===== config.mk =====
export PLATFORM = sky130hd
export DESIGN_NAME = ascr_regs
export DESIGN_NICKNAME = d
export VERILOG_FILES = /design/src/verilog/ascr_pkg.sv /design/src/verilog/ascr_regs.sv
export SDC_FILE = /design/constraint.sdc
export NUM_CORES = 1
export LEC_CHECK = 0
export ABC_CLOCK_PERIOD_IN_PS = 3200
export BUFFER_PORTS_ARGS = -buffer_cell sky130_fd_sc_hd__buf_2
export CAP_MARGIN = 20
export CORE_MARGIN = 5
export CORE_UTILIZATION = 45
export CTS_CLUSTER_DIAMETER = 40
export DETAILED_ROUTE_END_ITERATION = 8
export HOLD_SLACK_MARGIN = 0.06
export PLACE_DENSITY = 0.81
export SYNTH_ARGS = -nofsm -noshare
export SYNTH_HDL_FRONTEND = slang
export SYNTH_SLANG_ARGS = --single-unit
export TNS_END_PERCENT = 30

===== constraint.sdc =====
create_clock -name clk_sys_in -period 3.2 [get_ports clk_sys_in]
set_clock_uncertainty 0.05 [all_clocks]
set_input_delay 0.64 -clock clk_sys_in [delete_from_list [all_inputs] [get_ports clk_sys_in]]
set_output_delay 0.64 -clock clk_sys_in [all_outputs]
set_load 0.005 [all_outputs]

===== src/verilog/ascr_pkg.sv =====
// Purpose: Constants for the converter configuration register bank.
// Assumes: Byte-wide configuration port with 12-bit addresses.
// Notes:   Multi-byte registers are little-endian across ascending addresses.
package ascr_pkg;
  localparam int unsigned ADDR_W = 12;
  localparam int unsigned DATA_W = 8;
  localparam int unsigned POS_W  = 24;
  localparam int unsigned FS_W   = 16;
  localparam int unsigned PE_W   = 4;
  // Lowest bit of the second and of the third byte of a multi-byte register.
  localparam int unsigned BYTE_1_LSB = 8;
  localparam int unsigned BYTE_2_LSB = 16;
  // Byte addresses of the register bytes.
  localparam logic [11:0] ADDR_POS_0 = 12'h02C;
  localparam logic [11:0] ADDR_POS_1 = 12'h02D;
  localparam logic [11:0] ADDR_POS_2 = 12'h02E;
  localparam logic [11:0] ADDR_FSA_0 = 12'h030;
  localparam logic [11:0] ADDR_FSA_1 = 12'h031;
  localparam logic [11:0] ADDR_FSB_0 = 12'h032;
  localparam logic [11:0] ADDR_FSB_1 = 12'h033;
  localparam logic [11:0] ADDR_BYP   = 12'h038;
  localparam logic [11:0] ADDR_TS    = 12'h03B;
  localparam logic [11:0] ADDR_PE    = 12'h048;
  // Reset values.
  localparam logic [15:0] FS_RESET   = 16'hA000;
  localparam logic [7:0]  BYTE_RESET = 8'h00;
  localparam logic [7:0]  READ_ZERO  = 8'h00;
  // Field positions.
  localparam int unsigned BYP_BIT    = 0;
  localparam int unsigned TS_EN_BIT  = 0;
  localparam int unsigned TS_LV_BIT  = 1;
endpackage


===== src/verilog/ascr_regs.sv =====
// Purpose: Configuration and status register bank of the data converter.
// Assumes: Port strobes are synchronous to clk_sys_in; one access per strobe.
// Notes:   Reserved bits of writable bytes hold their written value.
//
// How it works
// Read-only 24-bit capture location of the timing edge versus sampling clock.
// Software reads capture location, then picks its delay choice value.
// Input A full-scale word, 16-bit read/write, resets to 0xA000.
// Software keeps full-scale words between 0x2000 and 0xFFFF; lower accepted.
// Input B full-scale word, independent, same reset and mapping as A.
// Reference bypass bit 0 selects analog core supply as reference; resets zero.
// Timestamp control bit 0 enables timestamp receiver; resets to disabled.
// Timestamp control bit 1 selects low-swing signalling mode; resets zero.
// Four-bit pre-emphasis in bits 3..0 drives all sixteen lanes; resets zero.
// Status magnify control changes resolution of reported capture location.
// Writes to the capture location are ignored.
`timescale 1ns/1ns
module ascr_regs
  import ascr_pkg::*;
(
  // Clock and reset.
  input  wire logic               clk_sys_in,
  input  wire logic               srst_in,
  // Configuration port.
  input  wire logic [ADDR_W-1:0]  cfg_addr_in,
  input  wire logic [DATA_W-1:0]  cfg_wdata_in,
  input  wire logic               cfg_wr_in,
  input  wire logic               cfg_rd_in,
  output logic      [DATA_W-1:0]  cfg_rdata_out,
  // Capture location from the timing-edge detector.
  input  wire logic [POS_W-1:0]   sysref_capture_location_in,
  input  wire logic               sysref_status_magnify_in,
  // Controls to the analog and serial sections.
  output logic      [FS_W-1:0]    input_a_fullscale_word_out,
  output logic      [FS_W-1:0]    input_b_fullscale_word_out,
  output logic                    reference_bypass_bit_out,
  output logic                    timestamp_receiver_enable_out,
  output logic                    timestamp_low_swing_mode_out,
  output logic      [PE_W-1:0]    lane_pre_emphasis_out
);

  logic [FS_W-1:0]   fsa_q;
  logic [FS_W-1:0]   fsb_q;
  logic [DATA_W-1:0] byp_q;
  logic [DATA_W-1:0] ts_q;
  logic [DATA_W-1:0] pe_q;
  logic [DATA_W-1:0] rdata_q;
  logic [DATA_W-1:0] rd_mux;

  // Write strobes per byte; capture-location addresses have none.
  wire wr_fsa0 = cfg_wr_in && (cfg_addr_in == ADDR_FSA_0);
  wire wr_fsa1 = cfg_wr_in && (cfg_addr_in == ADDR_FSA_1);
  wire wr_fsb0 = cfg_wr_in && (cfg_addr_in == ADDR_FSB_0);
  wire wr_fsb1 = cfg_wr_in && (cfg_addr_in == ADDR_FSB_1);
  wire wr_byp  = cfg_wr_in && (cfg_addr_in == ADDR_BYP);
  wire wr_ts   = cfg_wr_in && (cfg_addr_in == ADDR_TS);
  wire wr_pe   = cfg_wr_in && (cfg_addr_in == ADDR_PE);

  // Full-scale words accept any code, including those below the advised minimum.
  always_ff @(posedge clk_sys_in)
  begin
    if (srst_in)
    begin
      fsa_q <= FS_RESET;
      fsb_q <= FS_RESET;
    end
    else
    begin
      if (wr_fsa0) fsa_q[BYTE_1_LSB-1:0]    <= cfg_wdata_in;
      if (wr_fsa1) fsa_q[FS_W-1:BYTE_1_LSB] <= cfg_wdata_in;
      if (wr_fsb0) fsb_q[BYTE_1_LSB-1:0]    <= cfg_wdata_in;
      if (wr_fsb1) fsb_q[FS_W-1:BYTE_1_LSB] <= cfg_wdata_in;
    end
  end

  // Single-byte control registers.
  always_ff @(posedge clk_sys_in)
  begin
    if (srst_in)
    begin
      byp_q <= BYTE_RESET;
      ts_q  <= BYTE_RESET;
      pe_q  <= BYTE_RESET;
    end
    else
    begin
      if (wr_byp) byp_q <= cfg_wdata_in;
      if (wr_ts)  ts_q  <= cfg_wdata_in;
      if (wr_pe)  pe_q  <= cfg_wdata_in;
    end
  end

  // Read selection; the live capture location reads straight through.
  assign rd_mux =
    (cfg_addr_in == ADDR_POS_0) ? sysref_capture_location_in[BYTE_1_LSB-1:0] :
    (cfg_addr_in == ADDR_POS_1) ? sysref_capture_location_in[BYTE_2_LSB-1:BYTE_1_LSB] :
    (cfg_addr_in == ADDR_POS_2) ? sysref_capture_location_in[POS_W-1:BYTE_2_LSB] :
    (cfg_addr_in == ADDR_FSA_0) ? fsa_q[BYTE_1_LSB-1:0] :
    (cfg_addr_in == ADDR_FSA_1) ? fsa_q[FS_W-1:BYTE_1_LSB] :
    (cfg_addr_in == ADDR_FSB_0) ? fsb_q[BYTE_1_LSB-1:0] :
    (cfg_addr_in == ADDR_FSB_1) ? fsb_q[FS_W-1:BYTE_1_LSB] :
    (cfg_addr_in == ADDR_BYP)   ? byp_q :
    (cfg_addr_in == ADDR_TS)    ? ts_q :
    (cfg_addr_in == ADDR_PE)    ? pe_q :
    READ_ZERO;

  // Read data is registered on the read strobe and held until the next one.
  always_ff @(posedge clk_sys_in)
  begin
    if (srst_in)
      rdata_q <= READ_ZERO;
    else if (cfg_rd_in)
      rdata_q <= rd_mux;
  end

  assign cfg_rdata_out                 = rdata_q;
  assign input_a_fullscale_word_out    = fsa_q;
  assign input_b_fullscale_word_out    = fsb_q;
  assign reference_bypass_bit_out      = byp_q[BYP_BIT];
  assign timestamp_receiver_enable_out = ts_q[TS_EN_BIT];
  assign timestamp_low_swing_mode_out  = ts_q[TS_LV_BIT];
  assign lane_pre_emphasis_out         = pe_q[PE_W-1:0];

  // A read of the high capture byte returns the high byte of the live location.
  pos_read_a: assert property (@(posedge clk_sys_in) disable iff (srst_in)
    (cfg_rd_in && cfg_addr_in == ADDR_POS_2) |=>
      cfg_rdata_out == $past(sysref_capture_location_in[POS_W-1:BYTE_2_LSB]))
    else $error("Capture location high byte read wrong.");

  // The middle capture byte reads through in the same way.
  pos_mid_a: assert property (@(posedge clk_sys_in) disable iff (srst_in)
    (cfg_rd_in && cfg_addr_in == ADDR_POS_1) |=>
      cfg_rdata_out == $past(sysref_capture_location_in[BYTE_2_LSB-1:BYTE_1_LSB]))
    else $error("Capture location middle byte read wrong.");

  // The detector applies magnification, so a magnified location reads through unaltered.
  pos_zoom_a: assert property (@(posedge clk_sys_in) disable iff (srst_in)
    (cfg_rd_in && cfg_addr_in == ADDR_POS_0 && sysref_status_magnify_in) |=>
      cfg_rdata_out == $past(sysref_capture_location_in[BYTE_1_LSB-1:0]))
    else $error("Magnified capture location low byte read wrong.");

  // Without magnification the low capture byte reads through as well.
  pos_low_a: assert property (@(posedge clk_sys_in) disable iff (srst_in)
    (cfg_rd_in && cfg_addr_in == ADDR_POS_0 && !sysref_status_magnify_in) |=>
      cfg_rdata_out == $past(sysref_capture_location_in[BYTE_1_LSB-1:0]))
    else $error("Capture location low byte read wrong.");

  // Reset loads the input A word with the default code.
  fsa_reset_a: assert property (@(posedge clk_sys_in)
    srst_in |=> input_a_fullscale_word_out == FS_RESET)
    else $error("Input A word not at reset value.");

  // Reset loads the input B word with the same default code.
  fsb_reset_a: assert property (@(posedge clk_sys_in)
    srst_in |=> input_b_fullscale_word_out == FS_RESET)
    else $error("Input B word not at reset value.");

  // Reset clears the bypass, timestamp and pre-emphasis outputs.
  ctrl_reset_a: assert property (@(posedge clk_sys_in)
    srst_in |=> !reference_bypass_bit_out && !timestamp_receiver_enable_out &&
      !timestamp_low_swing_mode_out && lane_pre_emphasis_out == BYTE_RESET[PE_W-1:0])
    else $error("Control outputs not cleared by reset.");

  // The high byte of the input A word takes its own write.
  fsa_write_a: assert property (@(posedge clk_sys_in) disable iff (srst_in)
    wr_fsa1 |=>
      input_a_fullscale_word_out[FS_W-1:BYTE_1_LSB] == $past(cfg_wdata_in))
    else $error("Input A high byte write lost.");

  // The low byte of the input A word takes its own write.
  fsa_low_a: assert property (@(posedge clk_sys_in) disable iff (srst_in)
    wr_fsa0 |=>
      input_a_fullscale_word_out[BYTE_1_LSB-1:0] == $past(cfg_wdata_in))
    else $error("Input A low byte write lost.");

  // The high byte of the input B word takes its own write.
  fsb_write_a: assert property (@(posedge clk_sys_in) disable iff (srst_in)
    wr_fsb1 |=>
      input_b_fullscale_word_out[FS_W-1:BYTE_1_LSB] == $past(cfg_wdata_in))
    else $error("Input B high byte write lost.");

  // The low byte of the input B word takes its own write.
  fsb_low_a: assert property (@(posedge clk_sys_in) disable iff (srst_in)
    wr_fsb0 |=>
      input_b_fullscale_word_out[BYTE_1_LSB-1:0] == $past(cfg_wdata_in))
    else $error("Input B low byte write lost.");

  // Input B keeps its word while only other registers are written.
  fsb_indep_a: assert property (@(posedge clk_sys_in) disable iff (srst_in)
    (!wr_fsb0 && !wr_fsb1) |=>
      $stable(input_b_fullscale_word_out))
    else $error("Input B word changed without its write.");

  // The bypass bit follows its written value.
  byp_write_a: assert property (@(posedge clk_sys_in) disable iff (srst_in)
    wr_byp |=>
      reference_bypass_bit_out == $past(cfg_wdata_in[BYP_BIT]))
    else $error("Reference bypass bit not written.");

  // The receiver enable follows its written value.
  ts_enable_a: assert property (@(posedge clk_sys_in) disable iff (srst_in)
    wr_ts |=>
      timestamp_receiver_enable_out == $past(cfg_wdata_in[TS_EN_BIT]))
    else $error("Timestamp receiver enable not written.");

  // The low-swing mode holds while its register is left alone.
  ts_swing_a: assert property (@(posedge clk_sys_in) disable iff (srst_in)
    (!wr_ts ##1 !wr_ts) |=>
      $stable(timestamp_low_swing_mode_out))
    else $error("Low-swing mode changed without a write.");

  // The low-swing mode follows its written value.
  ts_mode_a: assert property (@(posedge clk_sys_in) disable iff (srst_in)
    wr_ts |=>
      timestamp_low_swing_mode_out == $past(cfg_wdata_in[TS_LV_BIT]))
    else $error("Low-swing mode not written.");

  // The global pre-emphasis field follows its written value.
  pe_write_a: assert property (@(posedge clk_sys_in) disable iff (srst_in)
    wr_pe |=>
      lane_pre_emphasis_out == $past(cfg_wdata_in[PE_W-1:0]))
    else $error("Pre-emphasis not written.");

  // A write to the low capture byte leaves the input A word, pre-emphasis and timestamp registers unchanged.
  pos_nowrite_a: assert property (@(posedge clk_sys_in) disable iff (srst_in)
    (cfg_wr_in && cfg_addr_in == ADDR_POS_0) |=>
      $stable(input_a_fullscale_word_out) && $stable(pe_q) && $stable(ts_q))
    else $error("Write to capture location disturbed registers.");

  // A write to the high capture byte leaves both full-scale words and the bypass register unchanged.
  pos_top_write_a: assert property (@(posedge clk_sys_in) disable iff (srst_in)
    (cfg_wr_in && cfg_addr_in == ADDR_POS_2) |=>
      $stable(fsa_q) && $stable(fsb_q) && $stable(byp_q))
    else $error("Write to capture high byte disturbed registers.");

endmodule


==> results.py <==
metrics = {
    "layout": {
        "mostFrequentLayoutCell": "buf_2",
        "finalNonFillerCells": 592,
        "final_cell_mix": "buf_2 (94), dfxtp_1 (64), nor2_1 (58)",
        "drive_gt1_frac": 0.2556,
        "syn_to_final_growth_pct": 21.17,
        "fin_nets": 537,
        "n_fill_cell": 701,
        "final_core_util": 0.5598,
        "antennaDiodeCount": 0,
    },
    "sta": {
        "fmaxAchievable_ghz": 0.4142,
        "finalCritPeriodShare": 0.7545,
        "relSlewSlack": 0.4777,
        "rsz0062_at_grt": "false",
        "post-route-min-period_ps": 2414,
        "hold_violations": 0,
        "tns_ps": 0,
        "setup_viol": 0,
        "tightest_slew_ps": 783.5,
        "slew_viol_final": 0,
    },
    "die": {
        "die_h_um": 96.07,
        "core_mm2": 0.007214,
        "initial_core_util": 0.4620,
        "io_pins": 96,
        "die_w_um": 96.07,
        "fp-row-count": 31,
        "dieArea_mm2": 0.009228,
    },
    "synthesis": {
        "yosysSeqAreaShare": 0.3844,
        "synthTopCellsByArea": "dfxtp_1 (38%), mux2i_1 (9.6%), nor2_1 (6.5%)",
        "synth_largest_area_cell": "dfxtp_1",
        "netlist_instances": 409,
        "ys_warn_count": 0,
        "synth_seq_cells": 64,
        "synth_edf_count": 0,
        "synth_top_area_share": 0.3844,
        "ys.flop_type": "dfxtp_1",
        "async_flop_share": 0,
        "syn_area_mm2": 0.003333,
        "synth_cell_types": 51,
        "syn_avg_cell_area_um2": 8.150,
        "syn-num-nets": 458,
    },
    "global_routing": {
        "grt-ovfl-total": 0,
        "antenna_found_initial": 0,
        "grt.total_usage": 0.2198,
        "grt_pass1_vias": 3181,
        "grt_max_degree": 43,
        "grt_pass1_wl_um": 15620,
    },
    "worst_hold_path": {
        "min_to": "pe_q[7]",
        "whs_path_depth": 2,
        "worstHoldStart": "pe_q[7]",
        "hold_path.class": "flip-flop to flip-flop",
    },
    "power": {
        "ir_drop_mv": 0.1855,
        "p_clk_frac": 0.462,
        "power_frac_seq": 0.462,
        "cellPowerDensity_mw_per_mm2": 426.7,
        "leakage_nw": 1.594,
        "switchingPower_mw": 0.4229,
        "power_mw": 1.723,
        "switching_share": 0.2454,
        "p_int_mw": 1.301,
        "combinationalPowerShare": 0.076,
    },
    "clocking": {
        "clk_pin_slew_ps": 70,
        "cts_tree": "done",
        "htreeDepth": 3,
        "cts_setup_buffers": 0,
        "clock_path_buffers": 2,
        "root_buffer": "clkbuf_8",
        "cts_resized": 0,
        "cts_buffers": 9,
        "clock_latency_ps": 350,
        "hold_buffers": 0,
        "cts.sinks": 64,
    },
    "worst_setup_path": {
        "crit_start": "cfg_addr_in[0]",
        "cpMostUsedCell": "nand2_1",
        "critPathLaunchType": "input pin",
        "r2r-start": "ts_q[0]",
        "crit_fanout": 20,
        "r2r-end": "cfg_rdata_out[0]",
        "r2r_cells": 6,
        "slowest_stage": "and4_1",
        "cp.arrival_ps": 2550,
        "worstPathCellList": "buf_2 -> nor4_1 -> and4_1 -> nand2_1 -> nand2_1 -> a21oi_1",
        "critical_path_required_ps": 3340,
        "rrSetupSlack_ps": 1770,
        "crit_type": "input pin to flip-flop",
        "endpoint_kind": "flip-flop",
        "cpPeakStageDelay_ps": 590,
    },
    "placement": {
        "hpwl_um": 7284,
        "io_buffer_count": 94,
        "gp_congestion": 0.8657,
        "dp_cells": 576,
    },
    "drt": {
        "drt-total-wl_um": 10210,
        "routed_via_density": 5.824,
        "detail_route.wl_per_cell_um": 17.24,
        "dr.pass1.iters": 5,
        "antenna_left": 0,
        "route.detailed.drc": 0,
        "drt_iter0_drc": 261,
        "vias": 3448,
    },
    "status": {
        "status": "finished clean",
    },
    "flow_run": {
        "cap_violations": 0,
    },
}
worst max path at each step:
stage / to / depth (start not counted) / slack, ps
finish: pe_q[0] / 6 / 790
floorplan: input_a_fullscale_word_out[0] / 7 / 1030
CTS: pe_q[0] / 6 / 840
detailed placement: pe_q[0] / 6 / 480
global placement: pe_q[7] / 6 / 530
global route: pe_q[4] / 6 / 670
through the flow:
step | hold WS [ps] | instance area [um2] | worst slack, ps
final | 408.3 | 4039 | 785.8
after global routing | 424.5 | 4039 | 669.1
after CTS | 406.0 | 4039 | 840.9
after detailed placement | 396.7 | 3810 | 477.5
after global placement | 392.7 | 3810 | 530.2
after floorplan | 386.1 | 3333 | 1030
per-layer routing:
layer	global-route usage	up-vias	part of all wire
met5	0	-	0
li1	-	1631	-
met2	0.3680	175	0.48
met3	0.03206	18	0.080
met4	0.09716	0	0.020
met1	0.2791	1624	0.42
power groups by stage:
stage / clock network (mW) / registers (mW) / logic, mW
floorplan: 0 / 0.815 / 0.0708
global placement: 0 / 0.815 / 0.127
detailed placement: 0 / 0.815 / 0.129
CTS: 0.802 / 0.796 / 0.130
global route: 0.840 / 0.796 / 0.142
finish: 0.796 / 0.796 / 0.132
Yosys cell counts (2+ instances only):
library cell	number
a211o_1	2
a211oi_1	2
a21o_1	3
a21oi_1	36
a221oi_1	8
a22o_1	6
a22oi_1	5
a31oi_1	4
and3b_1	2
buf_2	3
buf_4	6
clkbuf_1	19
dfxtp_1	64
inv_1	9
mux2i_1	32
nand2_1	47
nand2b_1	4
nand3_1	19
nand3b_1	2
nand4_1	2
nor2_1	58
nor2b_1	6
nor3_1	4
nor3_4	4
o2111ai_1	2
o21ai_0	20
o22ai_1	14
o2bb2ai_1	2
o32ai_1	2
cell type report:
cell class | count | area [um2] | area share
Sequential cell | 64 | 1281 | 0.3172
Multi-Input combinational cell | 306 | 1871 | 0.4631
Clock inverter | 6 | 91.34 | 0.02261
Tap cell | 99 | 123.9 | 0.03067
Inverter | 9 | 33.78 | 0.008364
Timing Repair Buffer | 98 | 500.5 | 0.1239
Clock buffer | 10 | 137.6 | 0.03408
critical path: cells and delay by family:
| kind | cells | cell delay [ps] |
|---|---|---|
| compound gates | 1 | 70 |
| buf+inv | 1 | 230 |
| simple gates | 4 | 1600 |
cell families (layout without fill, tap and decap cells):
kind of cell	count (synthesis)	in the layout	share of synthesized area
simple gates	160	160	0.2455
compound gates	113	113	0.2162
mux	33	33	0.09948
flops	64	64	0.3844
buf+inv	39	123	0.05443
state kept, by name, indices dropped and copies added, names as in the netlist:
signal                      count
input_b_fullscale_word_out     16
pe_q                            8
cfg_rdata_out                   8
byp_q                           8
ts_q                            8
input_a_fullscale_word_out     16
(Power assumes the default switching activity.)
